==> src/odtzq_defs.svh <==
// Timing constants for the termination, calibration and leveling host.
// Assumes a 40 MHz controller clock equal to the memory command clock.
// Overview of operation
// - Hold termination input stable WL-1 around power-down
// - Termination high four cycles, none or chopped
// - Termination high six cycles for full bursts
// - Wait 512 cycles for initial calibration
// - Wait 256 cycles after long calibration
// - Wait 64 cycles after short calibration
// - First leveling strobe 40 cycles after enable
// - Enable strobe drivers 25 cycles after enable
// - Reads and termination need locked delay loop
// - Power-down entry waits for pending write, refresh and termination
// - Allow frozen-loop exit delay after power-down exit
// - Round write recovery up to whole cycles
// - Use larger of nanosecond and cycle figures
`ifndef ODTZQ_DEFS_SVH
`define ODTZQ_DEFS_SVH

`define ODTZQ_CLK_PERIOD_NS       25
`define ODTZQ_INIT_CAL_NCK        512
`define ODTZQ_LONG_CAL_NCK        256
`define ODTZQ_SHORT_CAL_NCK       64
`define ODTZQ_LVL_STROBE_EN_NCK   25
`define ODTZQ_LVL_FIRST_STB_NCK   40
`define ODTZQ_TERM_HIGH_SHORT_NCK 4
`define ODTZQ_TERM_HIGH_FULL_NCK  6
`define ODTZQ_TERM_PD_WL_SUB      1
`define ODTZQ_WR_PD_BURST_NCK     4
`define ODTZQ_WR_REC_NS           15
`define ODTZQ_WR_REC_NCK          1
`define ODTZQ_DLL_LOCK_NCK        512
`define ODTZQ_DLL_EXIT_NS         24
`define ODTZQ_DLL_EXIT_NCK        10
`define ODTZQ_REF_PD_NCK          1
`define ODTZQ_STABLE_MAX          15

`endif

==> src/odtzq_pkg.sv <==
// Types and cycle arithmetic for the termination/calibration host.
// Assumes odtzq_defs.svh is on the include path.
`include "odtzq_defs.svh"

package odtzq_pkg;

	typedef enum logic [3:0] {
		ODTZQ_C_NOP      = 4'h0,
		ODTZQ_C_ZQ_LONG  = 4'h1,
		ODTZQ_C_ZQ_SHORT = 4'h2,
		ODTZQ_C_LVL      = 4'h3,
		ODTZQ_C_WRITE    = 4'h4,
		ODTZQ_C_READ     = 4'h5,
		ODTZQ_C_REFRESH  = 4'h6,
		ODTZQ_C_PD_ENTER = 4'h7,
		ODTZQ_C_PD_EXIT  = 4'h8,
		ODTZQ_C_ZQ_INIT  = 4'h9
	} odtzq_cmd_t;

	// Gray along init, wait, idle, leveling, power-down
	typedef enum logic [2:0] {
		ODTZQ_S_INIT   = 3'h0,
		ODTZQ_S_WAIT   = 3'h1,
		ODTZQ_S_IDLE   = 3'h3,
		ODTZQ_S_LVL_EN = 3'h2,
		ODTZQ_S_LVL_PL = 3'h6,
		ODTZQ_S_PD     = 3'h7
	} odtzq_state_t;

	typedef struct packed {
		odtzq_state_t st;
		odtzq_cmd_t   cmd;
		logic         ack;
		logic         ready;
		logic         cke;
		logic         odt;
		logic         dqs;
		logic         dqs_oe_n;
		logic [9:0]   dll_cnt;
		logic [3:0]   odt_cnt;
		logic [4:0]   wrpd_cnt;
		logic [1:0]   refpd_cnt;
		logic [3:0]   stable;
	} odtzq_ctrl_t;

	typedef struct packed {
		logic [9:0] cnt;
	} odtzq_timer_t;

	// Larger of a rounded-up ns figure and a cycle figure
	function automatic logic [9:0] odtzq_ns_to_cyc(input int unsigned ns,
		input int unsigned nck);
		int unsigned c;
		c = (ns + `ODTZQ_CLK_PERIOD_NS - 1) / `ODTZQ_CLK_PERIOD_NS;
		if (nck > c) begin
			c = nck;
		end
		return c[9:0];
	endfunction

endpackage

==> src/odtzq_ctrl.sv <==
// Host sequencer for calibration, termination pulses and leveling entry.
// Assumes the user holds a request until o_ack and the device pins
// are sampled on the same 40 MHz clock.
`timescale 1ns/1ps
`include "odtzq_defs.svh"

module odtzq_ctrl (
	// Clock and reset
	input  wire logic                 i_core_clk,
	input  wire logic                 i_rst_n,
	// User request
	input  wire logic                 i_req_valid,
	input  wire odtzq_pkg::odtzq_cmd_t i_req_cmd,
	input  wire logic                 i_req_full_burst,
	input  wire logic [3:0]           i_write_latency,
	output logic                      o_ready,
	output logic                      o_ack,
	// Device pins
	output odtzq_pkg::odtzq_cmd_t     o_cmd,
	output logic                      o_cke,
	output logic                      o_odt,
	output logic                      o_dqs,
	output logic                      o_dqs_oe_n
);

	localparam logic [9:0] INIT_CAL  = 10'(`ODTZQ_INIT_CAL_NCK);
	localparam logic [9:0] LONG_CAL  = 10'(`ODTZQ_LONG_CAL_NCK);
	localparam logic [9:0] SHORT_CAL = 10'(`ODTZQ_SHORT_CAL_NCK);
	localparam logic [9:0] LVL_EN    = 10'(`ODTZQ_LVL_STROBE_EN_NCK);
	localparam logic [9:0] LVL_STB   = 10'(`ODTZQ_LVL_FIRST_STB_NCK
		- `ODTZQ_LVL_STROBE_EN_NCK);
	localparam logic [9:0] DLL_LOCK  = 10'(`ODTZQ_DLL_LOCK_NCK);
	localparam logic [3:0] ODT_SHORT = 4'(`ODTZQ_TERM_HIGH_SHORT_NCK);
	localparam logic [3:0] ODT_FULL  = 4'(`ODTZQ_TERM_HIGH_FULL_NCK);
	localparam logic [1:0] REF_PD    = 2'(`ODTZQ_REF_PD_NCK);
	localparam logic [3:0] STB_MAX   = 4'(`ODTZQ_STABLE_MAX);
	localparam logic [3:0] PD_SUB    = 4'(`ODTZQ_TERM_PD_WL_SUB);
	localparam logic [4:0] WR_BURST  = 5'(`ODTZQ_WR_PD_BURST_NCK);

	odtzq_pkg::odtzq_ctrl_t s_r;
	odtzq_pkg::odtzq_ctrl_t s_nxt;

	logic       timer_load;
	logic [9:0] timer_val;
	logic       timer_done;
	logic [9:0] wr_rec_cyc;
	logic [9:0] dll_exit_cyc;
	logic [3:0] wl_m1;
	logic       take;
	logic       rd_ok;
	logic       wr_ok;
	logic       pd_ok;

	odtzq_timer u_timer (
		.i_core_clk (i_core_clk),
		.i_rst_n    (i_rst_n),
		.i_load     (timer_load),
		.i_value    (timer_val),
		.o_done     (timer_done)
	);

	always_comb begin
		wr_rec_cyc   = odtzq_pkg::odtzq_ns_to_cyc(`ODTZQ_WR_REC_NS,
			`ODTZQ_WR_REC_NCK);
		dll_exit_cyc = odtzq_pkg::odtzq_ns_to_cyc(`ODTZQ_DLL_EXIT_NS,
			`ODTZQ_DLL_EXIT_NCK);
		wl_m1 = i_write_latency - PD_SUB;
		// Synchronous termination needs a locked loop too
		rd_ok = (s_r.dll_cnt == 10'h000);
		wr_ok = rd_ok && (s_r.stable >= wl_m1);
		// Refresh may still run inside; only spacing is enforced
		pd_ok = (s_r.wrpd_cnt == 5'h00) && (s_r.refpd_cnt == 2'h0)
			&& (s_r.odt_cnt == 4'h0) && !s_r.odt
			&& (s_r.stable >= wl_m1);
		take = i_req_valid && s_r.ready;
	end

	always_comb begin
		s_nxt      = s_r;
		s_nxt.ack  = 1'b0;
		s_nxt.cmd  = odtzq_pkg::ODTZQ_C_NOP;
		s_nxt.dqs  = 1'b0;
		timer_load = 1'b0;
		timer_val  = 10'h000;
		if (s_r.dqs) begin
			s_nxt.dqs_oe_n = 1'b1;
		end
		if (s_r.dll_cnt != 10'h000) begin
			s_nxt.dll_cnt = s_r.dll_cnt - 10'h001;
		end
		if (s_r.wrpd_cnt != 5'h00) begin
			s_nxt.wrpd_cnt = s_r.wrpd_cnt - 5'h01;
		end
		if (s_r.refpd_cnt != 2'h0) begin
			s_nxt.refpd_cnt = s_r.refpd_cnt - 2'h1;
		end
		if (s_r.stable != STB_MAX) begin
			s_nxt.stable = s_r.stable + 4'h1;
		end
		if (s_r.odt_cnt != 4'h0) begin
			s_nxt.odt_cnt = s_r.odt_cnt - 4'h1;
			if (s_r.odt_cnt == 4'h1) begin
				s_nxt.odt    = 1'b0;
				s_nxt.stable = 4'h0;
			end
		end
		case (s_r.st)
			odtzq_pkg::ODTZQ_S_INIT: begin
				s_nxt.cke     = 1'b1;
				s_nxt.cmd     = odtzq_pkg::ODTZQ_C_ZQ_INIT;
				timer_load    = 1'b1;
				timer_val     = INIT_CAL;
				s_nxt.dll_cnt = DLL_LOCK;
				s_nxt.st      = odtzq_pkg::ODTZQ_S_WAIT;
			end
			odtzq_pkg::ODTZQ_S_WAIT: begin
				// Nothing is issued until the interval runs out
				if (timer_done) begin
					s_nxt.st    = odtzq_pkg::ODTZQ_S_IDLE;
					s_nxt.ready = 1'b1;
				end
			end
			odtzq_pkg::ODTZQ_S_IDLE: begin
				if (take) begin
					case (i_req_cmd)
						odtzq_pkg::ODTZQ_C_ZQ_LONG: begin
							s_nxt.cmd   = i_req_cmd;
							s_nxt.ack   = 1'b1;
							s_nxt.ready = 1'b0;
							timer_load  = 1'b1;
							timer_val   = LONG_CAL;
							s_nxt.st    = odtzq_pkg::ODTZQ_S_WAIT;
						end
						odtzq_pkg::ODTZQ_C_ZQ_SHORT: begin
							s_nxt.cmd   = i_req_cmd;
							s_nxt.ack   = 1'b1;
							s_nxt.ready = 1'b0;
							timer_load  = 1'b1;
							timer_val   = SHORT_CAL;
							s_nxt.st    = odtzq_pkg::ODTZQ_S_WAIT;
						end
						odtzq_pkg::ODTZQ_C_LVL: begin
							s_nxt.cmd   = i_req_cmd;
							s_nxt.ack   = 1'b1;
							s_nxt.ready = 1'b0;
							timer_load  = 1'b1;
							timer_val   = LVL_EN;
							s_nxt.st    = odtzq_pkg::ODTZQ_S_LVL_EN;
						end
						odtzq_pkg::ODTZQ_C_WRITE: begin
							// Pulse length covers the burst
							if (wr_ok) begin
								s_nxt.cmd     = i_req_cmd;
								s_nxt.ack     = 1'b1;
								s_nxt.odt     = 1'b1;
								s_nxt.stable  = 4'h0;
								s_nxt.odt_cnt = i_req_full_burst ?
									ODT_FULL : ODT_SHORT;
								s_nxt.wrpd_cnt = 5'(i_write_latency)
									+ WR_BURST + wr_rec_cyc[4:0];
							end
						end
						odtzq_pkg::ODTZQ_C_READ: begin
							if (rd_ok) begin
								s_nxt.cmd = i_req_cmd;
								s_nxt.ack = 1'b1;
							end
						end
						odtzq_pkg::ODTZQ_C_REFRESH: begin
							s_nxt.cmd       = i_req_cmd;
							s_nxt.ack       = 1'b1;
							s_nxt.refpd_cnt = REF_PD;
						end
						odtzq_pkg::ODTZQ_C_PD_ENTER: begin
							if (pd_ok) begin
								s_nxt.cmd    = i_req_cmd;
								s_nxt.ack    = 1'b1;
								s_nxt.cke    = 1'b0;
								s_nxt.stable = 4'h0;
								s_nxt.st     = odtzq_pkg::ODTZQ_S_PD;
							end
						end
						default: begin
						end
					endcase
				end
			end
			odtzq_pkg::ODTZQ_S_LVL_EN: begin
				if (timer_done) begin
					s_nxt.dqs_oe_n = 1'b0;
					timer_load     = 1'b1;
					timer_val      = LVL_STB;
					s_nxt.st       = odtzq_pkg::ODTZQ_S_LVL_PL;
				end
			end
			odtzq_pkg::ODTZQ_S_LVL_PL: begin
				if (timer_done) begin
					s_nxt.dqs   = 1'b1;
					s_nxt.ready = 1'b1;
					s_nxt.st    = odtzq_pkg::ODTZQ_S_IDLE;
				end
			end
			odtzq_pkg::ODTZQ_S_PD: begin
				if (take && i_req_cmd == odtzq_pkg::ODTZQ_C_PD_EXIT) begin
					s_nxt.cmd     = i_req_cmd;
					s_nxt.ack     = 1'b1;
					s_nxt.cke     = 1'b1;
					s_nxt.stable  = 4'h0;
					// Frozen loop may need this even after refresh spacing
					s_nxt.dll_cnt = dll_exit_cyc;
					s_nxt.st      = odtzq_pkg::ODTZQ_S_IDLE;
				end
			end
			default: begin
				s_nxt.st = odtzq_pkg::ODTZQ_S_INIT;
			end
		endcase
	end

	always_ff @(posedge i_core_clk or negedge i_rst_n) begin
		if (!i_rst_n) begin
			s_r          <= '0;
			s_r.st       <= odtzq_pkg::ODTZQ_S_INIT;
			s_r.cmd      <= odtzq_pkg::ODTZQ_C_NOP;
			s_r.dqs_oe_n <= 1'b1;
		end else begin
			s_r <= s_nxt;
		end
	end

	assign o_ready    = s_r.ready;
	assign o_ack      = s_r.ack;
	assign o_cmd      = s_r.cmd;
	assign o_cke      = s_r.cke;
	assign o_odt      = s_r.odt;
	assign o_dqs      = s_r.dqs;
	assign o_dqs_oe_n = s_r.dqs_oe_n;

endmodule // odtzq_ctrl

==> src/odtzq_timer.sv <==
// Loadable down counter used for calibration and leveling waits.
// Assumes one clock domain and asynchronous active-low reset.
`timescale 1ns/1ps

module odtzq_timer (
	// Clock and reset
	input  wire logic       i_core_clk,
	input  wire logic       i_rst_n,
	// Load
	input  wire logic       i_load,
	input  wire logic [9:0] i_value,
	// Status
	output logic            o_done
);

	odtzq_pkg::odtzq_timer_t s_r;
	odtzq_pkg::odtzq_timer_t s_nxt;

	always_comb begin
		s_nxt = s_r;
		if (i_load) begin
			s_nxt.cnt = i_value;
		end else if (s_r.cnt != 10'h000) begin
			s_nxt.cnt = s_r.cnt - 10'h001;
		end
	end

	always_ff @(posedge i_core_clk or negedge i_rst_n) begin
		if (!i_rst_n) begin
			s_r <= '0;
		end else begin
			s_r <= s_nxt;
		end
	end

	assign o_done = (s_r.cnt == 10'h000);

endmodule // odtzq_timer

==> config.mk <==
export PLATFORM = sky130hd
export DESIGN_NAME = odtzq_ctrl
export DESIGN_NICKNAME = d
export VERILOG_FILES = /design/src/odtzq_pkg.sv /design/src/odtzq_ctrl.sv /design/src/odtzq_timer.sv
export VERILOG_INCLUDE_DIRS = /design/src
export SDC_FILE = /design/constraint.sdc
export NUM_CORES = 1
export LEC_CHECK = 0
export ABC_AREA = 1
export BUFFER_PORTS_ARGS = -buffer_cell sky130_fd_sc_hd__buf_4
export CAP_MARGIN = 40
export CORE_AREA = 2 2 74 76
export DETAILED_ROUTE_END_ITERATION = 8
export DIE_AREA = 0 0 76 78
export GPL_TIMING_DRIVEN = 0
export PLACE_DENSITY = 0.78
export SKIP_LAST_GASP = 1
export SLEW_MARGIN = 20
export SYNTH_ARGS = -nofsm -noshare
export SYNTH_HDL_FRONTEND = slang
export SYNTH_SLANG_ARGS = --single-unit
==> constraint.sdc <==
create_clock -name i_core_clk -period 2.2 [get_ports i_core_clk]
set_input_delay 0.11 -clock i_core_clk [delete_from_list [all_inputs] [get_ports i_core_clk]]
set_output_delay 0.11 -clock i_core_clk [all_outputs]
set_load 0.01 [all_outputs]
==> results of run 1 <==
[repair_timing]
action	CTS	global route
endpoints found under the hold margin	47	0
setup endpoints to repair	0	4
gates resized for setup	0	1
hold buffers	1	0
[stage by stage]
| step | cells | cell area, um^2 |
|---|---|---|
| floorplan | 412 | 3000 |
| global placement | 503 | 3240 |
| detailed placement | 503 | 3240 |
| CTS | 512 | 3350 |
| global route | 512 | 3350 |
| finish | 512 | 3350 |
[power breakdown]
part           total, W  switching (W)  internal (W)  leakage, nW
sequential      0.00152       0.000283       0.00123        0.597
combinational   0.00219        0.00134      0.000856         1.16
clock          0.000561       0.000306      0.000255       0.0434
[critical path, stage by stage, from the launching register on]
cell,delay (ps)
dfrtp_1,380
inv_1,110
ha_1,230
nand2_1,110
nor2_2,200
nand2_2,180
inv_2,170
nand3_1,100
nand2_1,70
nand3_1,180
nand2_1,120
inv_1,40
[flip-flops by register name, indices dropped and copies added (netlist names)]
signal       cells
o_dqs            1
o_dqs_oe_n       1
o_cke            1
o_ack            1
o_odt            1
u_timer.s_r     10
o_cmd            4
s_r             28
o_ready          1
[synth_stat cells]
cell,number,area share [%]
a211oi_1,5,1.3
a21boi_0,1,0.25
a21boi_2,1,0.38
a21oi_1,18,3.0
buf_4,5,1.3
dfrtp_1,47,39
dfstp_2,1,0.88
ha_1,13,5.4
inv_1,68,8.5
inv_2,2,0.25
mux2i_1,1,0.33
nand2_1,97,12
nand2_2,5,1.0
nand2_4,1,0.38
nand3_1,29,4.8
nand3b_1,1,0.25
nand4_1,7,1.5
nor2_1,46,5.8
nor2_2,4,0.84
nor2_4,2,0.75
nor3_1,12,2.0
nor3b_1,1,0.25
o211ai_1,2,0.50
o21ai_0,26,4.3
o21ai_2,3,0.88
o22ai_1,1,0.21
o31ai_1,1,0.25
or2_2,3,0.63
xnor2_1,4,1.2
xor2_1,5,1.5
[cells by family (layout without fill, tap and decap cells)]
group,after synthesis,count (layout),synth area share (%)
compound gates,58,58,11.1
buf+inv,75,105,10.0
mux,1,1,0.334
flops,48,48,40.1
fa+ha+maj,13,13,5.43
xor+xnor,9,9,2.63
simple gates,208,208,30.4
[layer usage]
layer / share of wire, % / vias up / track usage (%)
met1: 46 / 1224 / 28.1
met3: 4.3 / 9 / 3.95
met2: 48 / 59 / 40.9
met4: 1.6 / 0 / 8.00
met5: 0 / - / 0
li1: - / 1370 / -
[cell type report]
cell class | instances | area [um^2]
multi-input combinational | 289 | 1500
clock inverter | 2 | 15.0
buffer | 5 | 37.5
clock buffer | 6 | 82.6
tap | 70 | 87.6
sequential | 48 | 1200
timing repair buffer | 22 | 168
fill | 441 | 1690
inverter | 70 | 263
[worst min-delay path by stage]
stage / slack [ps] / end / cells past startpoint
2_1_floorplan: -190 / o_ack / 0
3_3_place_gp: 170 / s_r[14] / 1
3_5_place_dp: 170 / o_odt / 1
4_1_cts: 5 / s_r[12] / 3
5_1_grt: 2 / s_r[6] / 2
6_report: 10 / s_r[12] / 3
[cells in the final DEF (no fill, tap or decap), types with 2 or more instances in the layout]
cell type	Yosys	final
nand4_1	7	7
or2_2	3	3
o21ai_0	26	26
nor3_1	12	12
dfrtp_1	47	47
inv_2	2	2
a21oi_1	18	18
clkinvlp_4	0	2
nand3_1	29	29
nor2_1	46	45
nand2_1	97	97
o21ai_2	3	3
nor2_4	2	2
o211ai_1	2	2
nor2_2	4	5
a211oi_1	5	5
inv_1	68	68
clkbuf_8	0	6
xnor2_1	4	4
nand2_2	5	5
buf_4	5	26
xor2_1	5	5
ha_1	13	13
==> run metrics, run 1 <==
synth warn=0; Slew headroom=58.3%; startpoint class of the critical path=register; Final Util=66.5%; Reg2Reg Launch Point=s_r[15]; starting DRC count in detailed routing=146; syn avg cell area=7.27 um^2; Max clock buf depth=2; GR Util All Layers=22.9%; Setup crit end kind=register; Crit path required time=2410 ps; Ant. Diodes=0; first-pass GRT wire length=11.1 mm; sequential share of the synthesized area=40.1%; Detail Route Antenna Nets=0; Die Area=5930 um^2; synth unique cells=30; crit share post-route=89.8%; maximum VDD drop=0.000769 V; die height=78 um; DR vias=2,662; crit path DAT=2180 ps; # Post-CTS Setup Buffers=0; fin nets=466; total CTS buffers=5; depth of the CTS H-tree=2; Syn Nets=437; minimum clock period=1970 ps; worst slew pin tran=621 ps; CTS tree=done; wire per inst=12.1 um; critical path type=reg -> reg; Pwr Total=0.00427 W; # DRC=0; Vias/cell=5.20; setup TNS=0 ps; max frequency=0.506 GHz; worst hold margin=11.9 ps; Root Buffer=clkbuf_8; share of cells above drive strength 1=12.9%; outcome=completed; Crit Path Max Fanout=9; clk_skew=11.3 ps; Post-DP HPWL=4.70 mm; TritonRoute pass-1 iters=4; PnR worst setup slack=225 ps; Ports=22; Finish-stage setup viols=0; pwr dens=1270 nW/um^2; clk slew on worst S/H paths=90 ps; TritonCTS Sinks=48; Hold Crit Class=in -> reg; worst r2r dst=s_r[0]; MaxCap Viol Count=0; Worst Setup SP=s_r[15]; initial antenna violation count=0; area grow syn2layout=11.9%; I/O Buffers=21; grt total ovfl=0; Synth Register Bits=48; die width=76 um; Slew Viols, Final=0; Setup crit end=s_r[0]; leak pwr=1.80 nW; Skew-Pair Late Insertion Delay=310 ps; R2R depth=11; hold path start=i_req_full_burst; number of global-route vias before repair=2,601; Final Hold Viols=0; flop-to-flop setup slack=230 ps; WL final=6.20 mm; RSZ-0062 raised after global routing=no; Mapped Area=3000 um^2; Initial Utilization=59.4%; Rows=26; RD Place Congestion=0.945; Synth Instances=412; area of the core=5040 um^2; largest net degree at the start of global routing=49; worst slack, placed=157 ps
(Power assumes the default switching activity.)
==> inputs of run 2 (changes only) <==
CORE_AREA = 2 2 77 79   (was 2 2 74 76)
CTS_CLUSTER_DIAMETER = 120   (was not set)
DIE_AREA = 0 0 79 81   (was 0 0 76 78)
SETUP_SLACK_MARGIN = 0.3   (was not set)
SYNTH_HIERARCHICAL = 1   (was not set)
==> run 2 against run 1 <==
Net effect:
- sequential share of layout area decreased by 4.7 points
- design area increased by 15%
- sequential power is essentially flat
- critical path depth up 3
- clock-buffer cell count stayed put
- largest power group unchanged
- critical path type unchanged
- synthesized area increased by 8.8%
- clock power is 0.9% lower
- hold slack improved by 110 ps
- power is 13% higher
==> run metrics, run 2 <==
Slew headroom=59.3%; met2 wire length=3.26 mm; max layer used=met4; area of the core=5680 um^2; maximum VDD drop=0.000630 V; depth of the CTS H-tree=2; Max clock buf depth=2; initial antenna violation count=0; grt total ovfl=0; flop-to-flop setup slack=340 ps; Crit path required time=2410 ps; number of enable flip-flop cells after synthesis=0; setup TNS=0 ps; worst slew pin tran=611 ps; Ports=22; Internal=0.00262 W; Root Buffer=clkbuf_8; syn avg cell area=7.74 um^2; Clk network pwr share=11.6%; Pwr Total=0.00481 W; clk_skew=9.26 ps; Non-Filler Instances=548; Worst Setup SP=u_timer/s_r[4]; worst r2r dst=u_timer/s_r[9]; PnR worst setup slack=335 ps; I/O Buffers=21; dpl cells=518; wire per inst=12.2 um; clk slew on worst S/H paths=90 ps; Die Area=6400 um^2; Vias/cell=5.03; fin nets=498; combinational power share=57.1%; RD Place Congestion=0.873; die width=79 um; max reg flops=28; Skew-Pair Late Insertion Delay=310 ps; TritonRoute pass-1 iters=4; area grow syn2layout=18.2%; Synth Flop Type=dfrtp_1; Ant. Diodes=0; Hold Crit Class=in -> reg; Initial Utilization=57.4%; synth warn=6; outcome=completed; Synth area leaders=dfrtp_1, nand2_1, inv_1; Detail Route Antenna Nets=0; top post-synthesis cells by count=nand2_1, inv_1, dfrtp_1, nor2_1, o21ai_0; Psw=0.00218 W; minimum clock period=1860 ps; most frequent cell after synthesis=nand2_1; DRT met1 WL=3.16 mm; # DRC=0; starting DRC count in detailed routing=111; max frequency=0.536 GHz; sequential power share=31.4%; leak pwr=2.01 nW; synth unique cells=41; Final Hold Viols=0; RSZ-0062 raised after global routing=yes; post-synth top area cell=dfrtp_1; WL final=6.67 mm; post-synth top area share=36.1%; Mapped Area=3260 um^2; Post-DP HPWL=4.87 mm; pwr dens=1250 nW/um^2; share of cells above drive strength 1=26.6%; most common cell after layout, fill and taps aside=nand2_1; sequential share of the synthesized area=36.9%; first-pass GRT wire length=11.4 mm; Synth Register Bits=48; number of global-route vias before repair=2,572; crit share post-route=84.8%; GR Util All Layers=22.3%; DR vias=2,757; Slew Viols, Final=0; async set-reset flop share out of synthesis=100%; total CTS buffers=5; R2R depth=14; worst slack, placed=74.6 ps; die height=81 um; startpoint class of the critical path=register; Setup crit end kind=register; Reg2Reg Launch Point=u_timer/s_r[4]; CTS tree=done; Rows=28; Sw Ratio=45.4%; Setup crit end=u_timer/s_r[9]; commonest cells after routing, fill and taps aside=nand2_1, inv_1, dfrtp_1; TritonCTS Sinks=48; largest net degree at the start of global routing=49; met3 wire len=194 um; critical path type=reg -> reg; Finish-stage setup viols=0; MaxCap Viol Count=0; crit path DAT=2070 ps; Biggest register=s_r; Synth Instances=421; Crit Path Max Fanout=3
run 2: changes by cell type after synthesis, sizes merged, moves of 3 or more:
cell,change
xor2,+7
a21oi,-9
inv,-3
a31oi,+3
nor4,+4
a211oi,-4
nor2,+6
buf,+3
o21ai,+6
run 2: cells by family (layout without fill, tap and decap cells):
| kind of cell | Yosys count | after routing | synth area share (%) |
|---|---|---|---|
| other | 1 | 2 | 0.115 |
| xor gates and xnor gates | 15 | 15 | 4.03 |
| adders and majority gates | 14 | 14 | 5.37 |
| buffers and inverters | 75 | 126 | 10.0 |
| AOI/OAI and AO/OA | 53 | 53 | 9.18 |
| and+or+nand+nor | 214 | 214 | 34.1 |
| DFF | 48 | 48 | 36.9 |
| muxes | 1 | 1 | 0.307 |
run 2: timing repair:
item / in CTS / in global routing
pin swaps: 5 / 11
hold buffers: 2 / 0
endpoints found under the hold margin: 48 / 0
endpoints found under the setup margin: 10 / 26
gates resized for setup: 1 / 13
setup buffers: 9 / 11
run 2: final cells by class:
type	instances	area [um^2]
fill	484	1820
sequential	48	1200
timing repair buffer	43	332
multi-input combinational	299	1800
clock buffer	6	82.6
tap	75	93.8
buffer	8	78.8
clock inverter	2	10.0
inverter	67	256
run 2: how the worst min path moves through the flow:
stage	startpoint	end	slack, ps	cells after the start
floorplan	i_rst_n	o_ack	-190	0
global placement	i_rst_n	s_r[19]	170	1
detailed placement	i_rst_n	s_r[19]	170	1
CTS	i_write_latency[3]	s_r[10]	120	3
global route	i_req_cmd[3]	o_cmd[2]	130	3
finish	i_write_latency[3]	s_r[10]	120	3
run 2: stage by stage:
step	instance area, um^2	util [%]	hold WS (ps)
after floorplan	3290	-	-186
after global placement	3540	62.4	169
after detailed placement	3540	62.4	169
after CTS	3730	65.7	117
after global routing	3850	67.9	132
final	3850	67.9	122
run 2: worst max-delay path, cell delays in order, from the launching register on:
cell	delay, ps
dfrtp_1	440
nor2_4	160
nand2_4	90
nor2_8	130
nand3_4	80
inv_4	80
inv_4	40
nor2_4	80
nor2_1	40
nand2_1	80
buf_6	120
inv_2	40
or2_2	280
nand2_2	70
nor2_2	40
run 2: per-layer routing:
| layer | vias to the layer above | global-route usage [%] |
|---|---|---|
| li1 | 1429 | - |
| met1 | 1287 | 29.5 |
| met2 | 35 | 38.3 |
| met3 | 6 | 3.67 |
| met4 | 0 | 5.86 |
| met5 | - | 0 |
run 2: power by group through the flow:
stage / Clock (W) / Sequential, W / Combinational (W)
3_5_place_dp: 0 / 0.00152 / 0.00250
5_1_grt: 0.000599 / 0.00155 / 0.00313
4_1_cts: 0.000573 / 0.00151 / 0.00260
2_1_floorplan: 0 / 0.00147 / 0.00205
6_report: 0.000556 / 0.00151 / 0.00274
3_3_place_gp: 0 / 0.00151 / 0.00241
==> inputs of run 3 (changes only) <==
CORE_AREA = 2 2 80 82   (was 2 2 77 79)
DIE_AREA = 0 0 82 84   (was 0 0 79 81)
PLACE_DENSITY = 0.76   (was 0.78)
clock period = 1.6 ns   (was 2.2 ns; I/O delays follow)
==> run 3 against run 2 <==
Net effect:
- the run now ends with negative setup slack left
- non-clock buffer count up 37
- combinational power up 92%
- global-route usage up 1.7 points
- sequential power up 38%
- clock skew up 5.3 ps
- first-iteration DRC count up 20%
- largest cell class unchanged
- routed wire length up 20%
- utilization up 6.4 points
- setup slack worse by 650 ps
- maximum frequency down 2.6%
- hold slack worse by 40 ps
- register-to-register slack worse by 650 ps
==> run metrics, run 3 (synthesized netlist as in run 2, its figures left out) <==
share of cells above drive strength 1=44.7%; RD Place Congestion=0.838; Max clock buf depth=2; outcome=complete, but fails checks; placed cell areas=3710 um^2; Rows=29; Post-DP HPWL=4.87 mm; R2R depth=15; Worst Hold Depth=4; worst r2r dst=u_timer/s_r[0]; fin nets=535; crit share post-route=120%; Psw=0.00365 W; crit path DAT=2150 ps; critical path type=reg -> reg; leak pwr=2.26 nW; startpoint class of the critical path=register; Hold Crit Class=in -> reg; total CTS buffers=5; Final Hold Viols=0; clk slew on worst S/H paths=100 ps; Biggest register=s_r; minimum clock period=1920 ps; Reg2Reg Launch Point=u_timer/s_r[3]; Internal=0.00444 W; # DRC=0; Vias/cell=5.12; I/O Buffers=21; Skew-Pair Late Insertion Delay=310 ps; Crit Path Max Fanout=5; Finish-stage setup viols=28; area of the core=6100 um^2; clk_skew=14.5 ps; number of global-route vias before repair=2,983; die height=84 um; first-pass GRT wire length=12.9 mm; area grow syn2layout=38.8%; failing checks=negative setup slack; Detail Route Antenna Nets=0; CTS tree=done; dpl cells=520; max reg flops=28; Clk network pwr share=9.1%; wire per inst=13.6 um; setup TNS=-3300 ps; hold path start=i_write_latency[0]; Slew headroom=59.2%; TritonRoute pass-1 iters=4; depth of the CTS H-tree=2; Non-Filler Instances=587; maximum VDD drop=0.000928 V; RSZ-0062 raised after global routing=yes; WL final=7.99 mm; commonest cells after routing, fill and taps aside=nand2_1, buf_4, dfrtp_1; Root Buffer=clkbuf_8; MaxCap Viol Count=0; max frequency=0.522 GHz; Slew Viols, Final=0; initial antenna violation count=0; largest net degree at the start of global routing=49; sequential power share=25.9%; PnR worst setup slack=-315 ps; pwr dens=1790 nW/um^2; Ports=22; Setup crit end kind=register; Final Instance Area=4530 um^2; Die Area=6890 um^2; TritonCTS Sinks=48; Ant. Diodes=0; die width=82 um; Crit path required time=1840 ps; combinational power share=65.0%; starting DRC count in detailed routing=133; Sw Ratio=45.2%; grt total ovfl=0; DR vias=3,007; Hold Path Sink=s_r[6]; Initial Utilization=53.5%; flop-to-flop setup slack=-320 ps; GR Util All Layers=24.0%; worst slew pin tran=612 ps
run 3: cell count changes in the layout (fill, tap and decap cells not counted), moves of 9 or more:
cell and change:
buf_4 +23, inv_1 -11, nand2_2 +15, buf_6 +10, nand2_1 -20, inv_2 +9
run 3: metal layers:
| layer | track usage [%] | vias up | wire length [um] |
|---|---|---|---|
| met4 | 8.79 | 0 | 156 |
| met5 | 0 | - | 0 |
| met2 | 41.5 | 38 | 4230 |
| met3 | 3.68 | 14 | 221 |
| li1 | - | 1508 | - |
| met1 | 29.7 | 1447 | 3380 |
run 3: cell type report:
cell class                 count  area [um^2]
fill                         411         1570
clock buffer                   5         68.8
multi-input combinational    299         2090
clock inverter                 3         18.8
sequential                    48         1200
tap                           77         96.3
timing repair buffer          80          692
inverter                      67          267
buffer                         8         86.3
run 3: power groups by stage:
| stage | logic [W] | registers, W | clock network [W] |
|---|---|---|---|
| 6_report | 0.00526 | 0.00209 | 0.000736 |
| 5_1_grt | 0.00579 | 0.00214 | 0.000808 |
| 4_1_cts | 0.00480 | 0.00207 | 0.000760 |
| 3_3_place_gp | 0.00368 | 0.00210 | 0 |
| 2_1_floorplan | 0.00314 | 0.00204 | 0 |
| 3_5_place_dp | 0.00379 | 0.00212 | 0 |
run 3: critical path: stages (launching register included):
cell	delay [ps]
dfrtp_1	430
nor2_4	160
nand2_4	90
nor2_8	130
nand3_4	90
inv_4	90
inv_4	40
nor2_4	90
nor2_1	50
nand2_1	80
buf_6	130
inv_8	40
buf_8	120
nand4_1	140
nand2_1	70
o21ai_1	90
run 3: what timing repair did:
item	in CTS	in global routing
pin swaps	34	25
endpoints found under the setup margin	45	45
resized for setup	44	30
buffers inserted	39	16
gates cloned	2	0
hold endpoints to repair	48	0
hold buffers	2	0
run 3: through the flow:
stage | power, W | hold slack (ps) | util, % | worst slack (ps)
5_1_grt | 0.00874 | 81.0 | 74.2 | -434
6_report | 0.00809 | 82.2 | 74.2 | -315
3_5_place_dp | 0.00591 | 137 | 60.9 | -529
2_1_floorplan | 0.00518 | -216 | - | -246
4_1_cts | 0.00762 | 61.9 | 70.6 | -276
3_3_place_gp | 0.00578 | 138 | 60.9 | -493
run 3: worst max-delay path by stage:
stage / start / end / slack, ps / depth (start not counted)
floorplan: u_timer/s_r[4] / u_timer/s_r[2] / -250 / 16
global placement: u_timer/s_r[4] / u_timer/s_r[0] / -490 / 15
detailed placement: u_timer/s_r[4] / u_timer/s_r[0] / -530 / 15
CTS: u_timer/s_r[0] / u_timer/s_r[0] / -280 / 16
global route: u_timer/s_r[1] / u_timer/s_r[0] / -430 / 16
finish: u_timer/s_r[3] / u_timer/s_r[0] / -320 / 15
